[config.mk]
export PLATFORM = sky130hd
export DESIGN_NAME = pfs_power_fail_supervisor
export DESIGN_NICKNAME = d
export VERILOG_FILES = /design/src/rtl/pfs_pkg.sv /design/src/rtl/pfs_power_fail_supervisor.sv /design/src/rtl/pfs_tick_timer.sv
export SDC_FILE = /design/constraint.sdc
export NUM_CORES = 1
export LEC_CHECK = 0
export BUFFER_PORTS_ARGS = -buffer_cell sky130_fd_sc_hd__buf_4
export CAP_MARGIN = 10
export CORE_ASPECT_RATIO = 0.5
export CORE_MARGIN = 10
export CORE_UTILIZATION = 57
export CTS_CLUSTER_DIAMETER = 100
export DETAILED_ROUTE_END_ITERATION = 10
export PLACE_DENSITY = 0.85
export SLEW_MARGIN = 10
export SYNTH_ARGS = -nofsm -noshare
export SYNTH_HDL_FRONTEND = slang
export SYNTH_SLANG_ARGS = --single-unit
[constraint.sdc]
create_clock -name clk -period 2.23 [get_ports clk]
set_input_delay 0.5575 -clock clk [delete_from_list [all_inputs] [get_ports clk]]
set_output_delay 0.5575 -clock clk [all_outputs]
set_load 0.02 [all_outputs]
[src/rtl/pfs_pkg.sv]
// constants, states and carriers of the power-fail supervisor
package pfs_pkg;

  // --------------------------------------------------------------
  // clock and internal oscillator
  // --------------------------------------------------------------
  localparam int CLK_MHZ = 20;
  localparam int OSC_HZ = 32768;

  // --------------------------------------------------------------
  // delays
  // --------------------------------------------------------------
  localparam int PROTECT_DELAY_MIN_US = 40;
  localparam int PROTECT_DELAY_TYP_US = 100;
  localparam int PROTECT_DELAY_MAX_US = 160;
  localparam int PROTECT_TICKS = (PROTECT_DELAY_TYP_US * OSC_HZ + 999_999) / 1_000_000;
  localparam int RECOVERY_MIN_MS = 40;
  localparam int RECOVERY_TYP_MS = 100;
  localparam int RECOVERY_MAX_MS = 200;
  localparam int RECOVERY_TICKS = (RECOVERY_TYP_MS * OSC_HZ + 999) / 1000;
  localparam int CLEAR_HOLD_NS = 50;
  localparam int CLEAR_HOLD_RAW = (CLEAR_HOLD_NS * CLK_MHZ + 999) / 1000;
  localparam int CLEAR_HOLD_CYCLES = (CLEAR_HOLD_RAW < 1) ? 1 : CLEAR_HOLD_RAW;
  localparam int TIMER_W = 16;
  localparam int HOLD_W = 4;

  // --------------------------------------------------------------
  // bus and register map
  // --------------------------------------------------------------
  localparam int ADDR_W = 15;
  localparam int DATA_W = 8;
  localparam logic [ADDR_W-1:0] FLAGS_ADDR = 15'h7ff0;
  localparam logic [ADDR_W-1:0] IRQ_ADDR = 15'h7ff6;
  localparam int FLAG_SUPPLY_BIT = 4;
  localparam int FLAG_CELL_BIT = 3;
  localparam int IRQ_SUPPLY_EN_BIT = 5;
  localparam logic [DATA_W-1:0] IRQ_RESET = 8'h00;

  // --------------------------------------------------------------
  // types
  // --------------------------------------------------------------
  typedef enum logic [1:0] {
    ST_DOWN,
    ST_RECOVER,
    ST_RUN,
    ST_WARN
  } pfs_state_e;

  typedef struct packed {
    logic cs_n;
    logic we_n;
    logic oe_n;
    logic [ADDR_W-1:0] addr;
    logic [DATA_W-1:0] din;
    logic supply_fail;
    logic cell_low;
    logic osc_tick;
  } pfs_pins_s;

  typedef struct packed {
    logic deselect;
    logic write_protect;
    logic write_en;
  } pfs_mem_ctl_s;

endpackage

[src/rtl/pfs_power_fail_supervisor.sv]
// power-fail supervisor: supply sequencing, flags and host bus rules
//
// Overview of operation
// - supply drop sets the supply fail flag
// - flag and enable pull interrupt low
// - writes allowed for protect delay, then protect
// - irq enable bit cleared at every power-up
// - power-up samples cell, sets cell low flag
// - write protect held for recovery after power-up
// - write only during chip-select and strobe overlap
// - late chip-select keeps data outputs released
// - write with output gate high, pins released
// - interrupt and reset are pull-low only
// - flags read clears event flags, releases interrupt
// - reset low from power-down through recovery
// - irq enable bit lives in interrupts register
`timescale 1ns/1ps
module pfs_power_fail_supervisor #(
  parameter int PROTECT_TICKS = pfs_pkg::PROTECT_TICKS,
  parameter int RECOVERY_TICKS = pfs_pkg::RECOVERY_TICKS
) (
  input wire logic clk,
  input wire logic sys_rst,
  input wire pfs_pkg::pfs_pins_s pins,
  output logic [pfs_pkg::DATA_W-1:0] dq_out,
  output logic dq_oe,
  output logic irq_n_out,
  output logic irq_n_oe,
  output logic rst_n_out,
  output logic rst_n_oe,
  output pfs_pkg::pfs_mem_ctl_s mem_ctl,
  output logic supply_fail_flag,
  output logic cell_low_flag
);

  localparam int PW = $bits(pfs_pkg::pfs_pins_s);
  localparam logic [pfs_pkg::TIMER_W-1:0] PROT_LIM = PROTECT_TICKS[pfs_pkg::TIMER_W-1:0];
  localparam logic [pfs_pkg::TIMER_W-1:0] REC_LIM = RECOVERY_TICKS[pfs_pkg::TIMER_W-1:0];
  localparam logic [pfs_pkg::HOLD_W-1:0] HOLD_LIM = pfs_pkg::CLEAR_HOLD_CYCLES[pfs_pkg::HOLD_W-1:0];

  // --------------------------------------------------------------
  // input synchronisers
  // --------------------------------------------------------------
  logic [PW-1:0] sync1_q;
  logic [PW-1:0] sync2_q;
  pfs_pkg::pfs_pins_s p;

  // every pin crosses two flops before use
  genvar gi;
  generate
    for (gi = 0; gi < PW; gi++) begin : g_sync
      always_ff @(posedge clk) begin
        if (sys_rst) begin
          sync1_q[gi] <= 1'b1;
          sync2_q[gi] <= 1'b1;
        end else begin
          sync1_q[gi] <= pins[gi];
          sync2_q[gi] <= sync1_q[gi];
        end
      end
    end
  endgenerate

  assign p = pfs_pkg::pfs_pins_s'(sync2_q);

  // --------------------------------------------------------------
  // edge detection on synchronised levels
  // --------------------------------------------------------------
  logic tick_d_q;
  logic fail_d_q;
  logic cs_n_d_q;
  logic tick_rise;
  logic fail_rise;
  logic cs_fall;

  always_ff @(posedge clk) begin
    if (sys_rst) begin
      tick_d_q <= 1'b1;
      fail_d_q <= 1'b1;
      cs_n_d_q <= 1'b1;
    end else begin
      tick_d_q <= p.osc_tick;
      fail_d_q <= p.supply_fail;
      cs_n_d_q <= p.cs_n;
    end
  end

  assign tick_rise = p.osc_tick & ~tick_d_q;
  assign fail_rise = p.supply_fail & ~fail_d_q;
  assign cs_fall = ~p.cs_n & cs_n_d_q;

  // --------------------------------------------------------------
  // power sequencer
  // --------------------------------------------------------------
  pfs_pkg::pfs_state_e state_q;
  pfs_pkg::pfs_state_e state_d;
  logic tmr_start;
  logic tmr_done;
  logic [pfs_pkg::TIMER_W-1:0] tmr_limit;
  logic power_up;
  logic powered;

  assign powered = (state_q == pfs_pkg::ST_RUN) || (state_q == pfs_pkg::ST_WARN);
  assign tmr_limit = powered ? PROT_LIM : REC_LIM;
  assign power_up = (state_q == pfs_pkg::ST_DOWN) && (state_d == pfs_pkg::ST_RECOVER);

  always_comb begin
    state_d = state_q;
    tmr_start = 1'b0;
    case (state_q)
      pfs_pkg::ST_DOWN: begin
        if (!p.supply_fail) begin
          state_d = pfs_pkg::ST_RECOVER;
          tmr_start = 1'b1;
        end
      end
      pfs_pkg::ST_RECOVER: begin
        // a new drop restarts the whole sequence
        if (p.supply_fail) begin
          state_d = pfs_pkg::ST_DOWN;
        end else if (tmr_done) begin
          state_d = pfs_pkg::ST_RUN;
        end
      end
      pfs_pkg::ST_RUN: begin
        if (p.supply_fail) begin
          state_d = pfs_pkg::ST_WARN;
          tmr_start = 1'b1;
        end
      end
      pfs_pkg::ST_WARN: begin
        // no return on a brief recovery: the cut is always completed
        if (tmr_done) begin
          state_d = pfs_pkg::ST_DOWN;
        end
      end
      default: begin
        state_d = pfs_pkg::ST_DOWN;
      end
    endcase
  end

  always_ff @(posedge clk) begin
    if (sys_rst) begin
      state_q <= pfs_pkg::ST_DOWN;
    end else begin
      state_q <= state_d;
    end
  end

  pfs_tick_timer #(
    .W(pfs_pkg::TIMER_W)
  ) u_timer (
    .clk(clk),
    .sys_rst(sys_rst),
    .start(tmr_start),
    .tick(tick_rise),
    .limit(tmr_limit),
    .done(tmr_done)
  );

  // --------------------------------------------------------------
  // host bus decode
  // --------------------------------------------------------------
  logic sel;
  logic wr_allow;
  logic overlap;
  logic wr_act_q;
  logic commit;
  logic late_cs_q;
  logic late_cs;
  logic [pfs_pkg::ADDR_W-1:0] wa_addr_q;
  logic [pfs_pkg::DATA_W-1:0] wa_data_q;

  // in ST_DOWN no read or write is decoded; only the late-select flag still follows cs_n
  assign sel = ~p.cs_n & (state_q != pfs_pkg::ST_DOWN);
  assign wr_allow = powered;
  assign overlap = sel & ~p.we_n & wr_allow;
  assign commit = wr_act_q & ~overlap & wr_allow;
  assign late_cs = late_cs_q | (cs_fall & ~p.we_n);

  always_ff @(posedge clk) begin
    if (sys_rst) begin
      wr_act_q <= 1'b0;
      wa_addr_q <= '0;
      wa_data_q <= '0;
    end else begin
      wr_act_q <= overlap;
      if (overlap) begin
        wa_addr_q <= p.addr;
        wa_data_q <= p.din;
      end
    end
  end

  always_ff @(posedge clk) begin
    if (sys_rst) begin
      late_cs_q <= 1'b0;
    end else if (p.cs_n) begin
      late_cs_q <= 1'b0;
    end else if (cs_fall && !p.we_n) begin
      late_cs_q <= 1'b1;
    end
  end

  // --------------------------------------------------------------
  // interrupts register
  // --------------------------------------------------------------
  logic [pfs_pkg::DATA_W-1:0] irq_reg_q;

  always_ff @(posedge clk) begin
    if (sys_rst) begin
      irq_reg_q <= pfs_pkg::IRQ_RESET;
    end else if (power_up) begin
      irq_reg_q[pfs_pkg::IRQ_SUPPLY_EN_BIT] <= 1'b0;
    end else if (commit && wa_addr_q == pfs_pkg::IRQ_ADDR) begin
      irq_reg_q <= wa_data_q;
    end
  end

  // --------------------------------------------------------------
  // flags and read-clear
  // --------------------------------------------------------------
  logic flags_rd;
  logic clear_evt;
  logic [pfs_pkg::HOLD_W-1:0] hold_q;
  logic supply_flag_q;
  logic cell_flag_q;
  logic [pfs_pkg::DATA_W-1:0] flags_byte;

  assign flags_rd = sel & p.we_n & (p.addr == pfs_pkg::FLAGS_ADDR);
  // clear at the end of the read so the data stays valid throughout
  assign clear_evt = ~flags_rd & (hold_q >= HOLD_LIM);

  always_ff @(posedge clk) begin
    if (sys_rst) begin
      hold_q <= '0;
    end else if (!flags_rd) begin
      hold_q <= '0;
    end else if (hold_q < HOLD_LIM) begin
      hold_q <= hold_q + 1'b1;
    end
  end

  always_ff @(posedge clk) begin
    if (sys_rst) begin
      supply_flag_q <= 1'b0;
    end else if (fail_rise) begin
      supply_flag_q <= 1'b1;
    end else if (clear_evt) begin
      supply_flag_q <= 1'b0;
    end
  end

  // cell is a status, not an event: only power-up changes it
  always_ff @(posedge clk) begin
    if (sys_rst) begin
      cell_flag_q <= 1'b0;
    end else if (power_up) begin
      cell_flag_q <= p.cell_low;
    end
  end

  always_comb begin
    flags_byte = '0;
    flags_byte[pfs_pkg::FLAG_SUPPLY_BIT] = supply_flag_q;
    flags_byte[pfs_pkg::FLAG_CELL_BIT] = cell_flag_q;
  end

  // --------------------------------------------------------------
  // data pins
  // --------------------------------------------------------------
  logic [pfs_pkg::DATA_W-1:0] dq_out_q;
  logic dq_oe_q;
  logic reg_hit;

  assign reg_hit = (p.addr == pfs_pkg::FLAGS_ADDR) || (p.addr == pfs_pkg::IRQ_ADDR);

  // strobe low or late select keeps the pins released
  always_ff @(posedge clk) begin
    if (sys_rst) begin
      dq_oe_q <= 1'b0;
      dq_out_q <= '0;
    end else begin
      dq_oe_q <= sel & p.we_n & ~p.oe_n & ~late_cs & reg_hit;
      dq_out_q <= (p.addr == pfs_pkg::FLAGS_ADDR) ? flags_byte : irq_reg_q;
    end
  end

  // --------------------------------------------------------------
  // open-drain outputs and memory control
  // --------------------------------------------------------------
  logic irq_oe_q;
  logic rst_oe_q;
  pfs_pkg::pfs_mem_ctl_s mem_ctl_q;

  always_ff @(posedge clk) begin
    if (sys_rst) begin
      irq_oe_q <= 1'b0;
      rst_oe_q <= 1'b1;
      mem_ctl_q <= '{deselect: 1'b1, write_protect: 1'b1, write_en: 1'b0};
    end else begin
      irq_oe_q <= supply_flag_q & irq_reg_q[pfs_pkg::IRQ_SUPPLY_EN_BIT];
      rst_oe_q <= ~powered;
      mem_ctl_q.deselect <= (state_q == pfs_pkg::ST_DOWN);
      mem_ctl_q.write_protect <= ~wr_allow;
      mem_ctl_q.write_en <= overlap;
    end
  end

  // pins only ever pull low; pull-ups sit outside
  assign irq_n_out = 1'b0;
  assign rst_n_out = 1'b0;
  assign irq_n_oe = irq_oe_q;
  assign rst_n_oe = rst_oe_q;
  assign dq_out = dq_out_q;
  assign dq_oe = dq_oe_q;
  assign mem_ctl = mem_ctl_q;
  assign supply_fail_flag = supply_flag_q;
  assign cell_low_flag = cell_flag_q;

endmodule

[src/rtl/pfs_tick_timer.sv]
// oscillator tick counter for protect and recovery delays
`timescale 1ns/1ps
module pfs_tick_timer #(
  parameter int W = 16
) (
  input wire logic clk,
  input wire logic sys_rst,
  input wire logic start,
  input wire logic tick,
  input wire logic [W-1:0] limit,
  output logic done
);

  logic [W-1:0] count_q;
  logic running_q;
  logic done_q;

  // --------------------------------------------------------------
  // counting
  // --------------------------------------------------------------
  // the first tick may come at once, so the wait lies between limit-1 and limit ticks
  always_ff @(posedge clk) begin
    if (sys_rst) begin
      count_q <= '0;
      running_q <= 1'b0;
      done_q <= 1'b0;
    end else if (start) begin
      count_q <= '0;
      running_q <= 1'b1;
      done_q <= 1'b0;
    end else if (running_q && tick) begin
      count_q <= count_q + 1'b1;
      if (count_q + 1'b1 == limit) begin
        running_q <= 1'b0;
        done_q <= 1'b1;
      end
    end
  end

  assign done = done_q;

endmodule

# Yosys cells after proc, flatten, opt, wreduce, memory -nomap -nowiden
# Cells that the tools add are included.
[classes] addsub=2 order_cmp=2 n_eq_ne=8 muxes=16 bitwise=27 reduce_logical=20
[ops] op="15-bit equality test, second input constant" n=3
[ops] op="16-bit by 1-bit adder with 16-bit output, second input constant" n=1
[ops] op="1-bit AND" n=16
[ops] op="16-bit by 12-bit equality test with 1-bit output" n=1
[ops] op="12-bit two-way mux" n=1
[ops] op="2-bit two-way mux" n=5
[ops] op="1-bit NOT" n=10
[ops] op="2-bit OR reduction" n=5
[ops] op="2-bit one-hot mux with 4 select lines" n=1
[ops] op="2-bit nonzero test" n=4
[ops] op="1-bit two-way mux" n=7
[ops] op="2-bit AND reduction" n=3
[ops] op="5-bit two-way mux" n=1
[ops] op="4-bit by 1-bit adder with 4-bit output, second input constant" n=1
[ops] op="2-bit by 1-bit equality test with 1-bit output, second input constant" n=2
[ops] op="2-bit equality test, second input constant" n=2
[ops] op="4-bit by 1-bit greater-or-equal comparator with 1-bit output, second input constant" n=1
[ops] op="1-bit logical AND" n=4
[ops] op="4-bit by 1-bit < comparator with 1-bit output, second input constant" n=1
[ops] op="2-bit logical NOT" n=1
[ops] op="1-bit logical OR" n=2
[ops] op="1-bit one-hot mux with 2 select lines" n=1
[ops] op="1-bit logical NOT" n=1
[ops] op="1-bit OR" n=1
[totals] ff_bits=132 inputBits=31 output_inout_bits=18 elab_cells=155

# Longest topological paths before layout
[depth] depth_word=9 ltp_mapped=8 ltp_nobuf=7

# Hierarchy
# From an unflattened synthesis, not the netlist that was laid out.
[hier_totals] cells_unflattened=519 hier_area_um2=4911.0
[modules_own_cells] mod="pfs_power_fail_supervisor" n_inst=1 cells_each=370 area_each_um2=3729.8 seq_area_each_um2=2282.2
[modules_own_cells] mod="pfs_tick_timer" n_inst=1 cells_each=149 area_each_um2=1181.1 seq_area_each_um2=360.3

# Least setup slack after synthesis
# Ideal clock, no wire load.
[synth_timing] kind="reg-to-reg" start="register u_timer.count_q[0]" end="register u_timer.running_q" setup_time_ns=0.132 t_arrival_ns=1.907 t_required_ns=2.098 slack_ns=0.190 path_stages_with_launch=7 cell_sequence="dfxtp_1 -> ha_1 -> or4_4 -> nor3_2 -> o211ai_1 -> a2111oi_2 -> a211oi_2"
[synth_via] elab_chain_cells=4
[synth_rtl] element="start: declaration" line_no="pfs_tick_timer.sv:14" text="logic [W-1:0] count_q;"
[synth_rtl] element="start signal: assignment" line_no="pfs_tick_timer.sv:32" text="count_q <= count_q + 1'b1;"
[synth_rtl] element="16-bit by 1-bit adder with 16-bit output" line_no="pfs_tick_timer.sv:33" text="if (count_q + 1'b1 == limit) begin"
[synth_rtl] element="16-bit by 12-bit equality test with 1-bit output" line_no="pfs_tick_timer.sv:33"
[synth_rtl] element="2-bit nonzero test (no source line)"
[synth_rtl] element="2-bit AND reduction (no source line)"
[synth_rtl] element="end signal: assignment" line_no="pfs_tick_timer.sv:25" text="running_q <= 1'b0;"
[synth_rtl] element="end signal: assignment" line_no="pfs_tick_timer.sv:29" text="running_q <= 1'b1;"
[synth_rtl] element="end signal: assignment" line_no="pfs_tick_timer.sv:34" text="running_q <= 1'b0;"
[synth_rtl] element="end: declaration" line_no="pfs_tick_timer.sv:15" text="logic running_q;"
# No other way between the ends.
# A chain may end at the register's enable or synchronous reset.

# Worst setup path after layout
# Same ends and word-level chain as after synthesis.

==> impl_metrics.env <==
export IMPL_fin_crit_sh_pct=93.15
export IMPL_yosysWarnings=0
export IMPL_cts_resized=0
export IMPL_fin_util_pct=71.68
export IMPL_setup_violations=0
export IMPL_syn_to_final_growth_pct=22.91
export IMPL_final_antenna_net_count=0
export IMPL_synth_top_area_share_pct=57.05
export IMPL_dp_hpwl_um=5538
export IMPL_endpoint="u_timer.running_q$_SDFFE_PP0P_"
export IMPL_path_max_fanout=2
export IMPL_worstSetupEndpointType="register"
export IMPL_synth_edf_count=0
export IMPL_pin_count=49
export IMPL_nets=563
export IMPL_yosysTopAreaCell="dfxtp_1"
export IMPL_switching_power_mw=1.177
export IMPL_netlist_top_cells_area="dfxtp_1, or2_2, nand2_1"
export IMPL_gp_congestion=0.8253
export IMPL_start_util_pct=58.32
export IMPL_hold_viol=0
export IMPL_drv_cap=0
export IMPL_viasPerCell=4.827
export IMPL_via_count=3152
export IMPL_htreeDepth=4
export IMPL_async_flop_share_pct=0
export IMPL_grt_max_degree=61
export IMPL_cts_root_buffer="clkbuf_16"
export IMPL_power_density_mw_per_mm2=959.2
export IMPL_status="complete, no violations"
export IMPL_clkPwrFrac_pct=52.9
export IMPL_fin_crit_ns=2.077
export IMPL_switching_share_pct=21.56
export IMPL_n_antenna_cell=0
export IMPL_cts_buffers=17
export IMPL_stdcell_count=653
export IMPL_reg2reg_slack_ns=0.15
export IMPL_first_pass_iters=4
export IMPL_grt_pass1_vias=3147
export IMPL_rsz0062_at_grt="false"
export IMPL_setup_tns_ns=0
export IMPL_clkSinkCount=132
export IMPL_hold_slack_ns=0.3196
export IMPL_layout_drive_gt1_share_pct=29.76
export IMPL_dieWidth_um=147.5
export IMPL_post_synth_num_cell_types=43
export IMPL_cp_start_kind="register"
export IMPL_track_usage_pct=14.91
export IMPL_drtIter0Drc=142
export IMPL_num_rows=23
export IMPL_rr_endpoint="u_timer.running_q$_SDFFE_PP0P_"
export IMPL_worstPathRequired_ns=2.53
export IMPL_reg2regPathDepth=6
export IMPL_critPathArrivalTime_ns=2.38
export IMPL_die_area_mm2=0.01235
export IMPL_finalMaxSlewViolations=0
export IMPL_grt_pass1_wl_um=14760
export IMPL_fillCellCount=607
export IMPL_wl_um=8440
export IMPL_cts_clk_slew_worst_paths_ns=0.06
export IMPL_tightest_slew_ns=0.5193
export IMPL_holdBufCountCts=0
export IMPL_dp_cells=621
export IMPL_cts_setup_buffers=0
export IMPL_layout_setup_ws_ns=0.1527
export IMPL_grt_antenna_before_repair=0
export IMPL_drc=0
export IMPL_clockBufferDepth=2
export IMPL_p_int_mw=4.284
export IMPL_postSynthCellCount=479
export IMPL_die_h_um=83.75
export IMPL_skew_ns=0.01458
export IMPL_synthFlopType="dfxtp_1"
export IMPL_ys_ff_latch=132
export IMPL_comb_power_share_pct=2.5
export IMPL_hold_class="primary input to register"
export IMPL_crit_type="register to register"
export IMPL_wl_per_cell_um=12.92
export IMPL_leakage_nw=2.266
export IMPL_netlist_area_mm2=0.004632
export IMPL_max_freq_mhz=481.4
export IMPL_rr_startpoint="u_timer.count_q[0]$_SDFFE_PP0P_"
export IMPL_ir_worst_vdd_uv=641.4
export IMPL_core_area_mm2=0.007943
export IMPL_maxSlewHeadroom_pct=65.31
export IMPL_clk_insertion_delay_late_ns=0.42
export IMPL_cts_tree="built"
export IMPL_crit_start="u_timer.count_q[0]$_SDFFE_PP0P_"
export IMPL_sequentialPowerShare_pct=44.6
export IMPL_place_ws_ns=0.1270
export IMPL_grt_overflow_total=0
export IMPL_syn_avg_cell_area_um2=9.670
export IMPL_yosysSeqAreaShare_pct=57.05
export IMPL_portBuffers=46
critical path, cell delays in order, from the launching register on:
cell and delay [ns]:
dfxtp_1 0.31, ha_1 0.31, or4_4 0.54, nor3_2 0.12
o211ai_1 0.17, a2111oi_2 0.41, a211oi_2 0.11
worst min-delay path by stage:
| stage | startpoint | endpoint | depth (start not counted) |
|---|---|---|---|
| 4_1_cts | pins[24] | sync1_q[24]$_SDFF_PP1_ | 2 |
| 3_3_place_gp | sync1_q[15]$_SDFF_PP1_ | p[15]$_SDFF_PP1_ | 1 |
| 3_5_place_dp | sync1_q[10]$_SDFF_PP1_ | p[10]$_SDFF_PP1_ | 1 |
| 2_1_floorplan | sync1_q[0]$_SDFF_PP1_ | p[0]$_SDFF_PP1_ | 1 |
| 5_1_grt | pins[26] | sync1_q[26]$_SDFF_PP1_ | 2 |
| 6_report | pins[18] | sync1_q[18]$_SDFF_PP1_ | 2 |
logic make-up after synthesis:
logic type / Yosys count / share of synthesized area, %
buffers and inverters: 34 / 3.133
XOR/XNOR: 25 / 4.727
multiplexers: 12 / 2.620
other: 1 / 0.08096
adder cells (fa/ha/maj): 4 / 1.081
flip-flops: 132 / 57.05
AO/OA/AOI/OAI: 43 / 5.538
AND/OR/NAND/NOR: 228 / 25.77
sequential cells by signal (all words and copies together) (netlist names), 2 cells and up:
signal / flops
hold_q: 4
u_timer.count_q: 16
wa_data_q: 8
irq_reg_q: 8
wa_addr_q: 15
p: 29
sync1_q: 29
dq_out: 8
state_q: 2
mem_ctl: 3
layout by cell type (no fill, tap or decap), drive strengths merged, types with 2 or more instances in the layout:
cell type  Yosys  final
nand2         60     60
ha             4      4
a31oi          2      2
a2111oi        2      2
nor4           5      5
xor2          12     12
buf            7     55
and4           2      2
nand2b         2      2
a21oi         30     30
nand4b         2      2
nand4          9      9
inv            8     16
and2           6      6
nor3          13     13
clkinv         0      2
or3            2      2
clkinvlp       0      2
o21ai          4      4
xnor2         13     13
nor2b          2      2
or2           64     64
bufinv         0      3
dfxtp        132    132
nor3b          3      3
nor2          45     45
nand3          9      9
clkbuf        19     17
mux2i         11     11
conb           1      2
per-stage QoR:
step / power [mW] / area, µm²
detailed placement: 2.623 / 5074
floorplan: 2.564 / 4636
finish: 5.461 / 5693
CTS: 5.504 / 5693
global placement: 2.620 / 5074
global route: 5.646 / 5693
power groups by stage:
stage / registers [mW] / logic [mW] / clock network, mW
3_3_place_gp: 2.48 / 0.137 / 0
6_report: 2.43 / 0.138 / 2.89
2_1_floorplan: 2.48 / 0.0837 / 0
4_1_cts: 2.43 / 0.141 / 2.93
3_5_place_dp: 2.48 / 0.139 / 0
5_1_grt: 2.44 / 0.156 / 3.05
cell type report:
cell class                 instances  area (µm²)  share of cell area (%)
sequential                       132        2643                   46.42
multi-input combinational        314        1848                   32.46
clock buffer                      17       425.4                   7.473
timing repair buffer              55       412.9                   7.253
clock inverter                    15       193.9                   3.407
tap                              112       140.1                   2.462
inverter                           8       30.03                  0.5275
cells in the mapped netlist, types with 3 or more instances:
library cell	number
buf_4	4
nand2_1	60
and2_1	6
or2_2	64
ha_1	4
nor4_1	4
clkbuf_1	19
xor2_1	12
inv_1	8
nor3_1	12
dfxtp_1	132
nor2_1	45
xnor2_1	13
mux2i_1	11
nand3_1	8
nand4_1	8
a21oi_1	30
o21ai_0	4
nor3b_1	3
routing by layer:
layer | part of all wire [%] | wire length, µm | track usage [%]
met5 | 0 | 0 | 0
met1 | 45 | 3804 | 16.96
met3 | 4.5 | 376 | 5.790
met4 | 0.83 | 70 | 5.635
met2 | 50 | 4188 | 24.88
No activity file was read; power rests on OpenSTA's default activity.
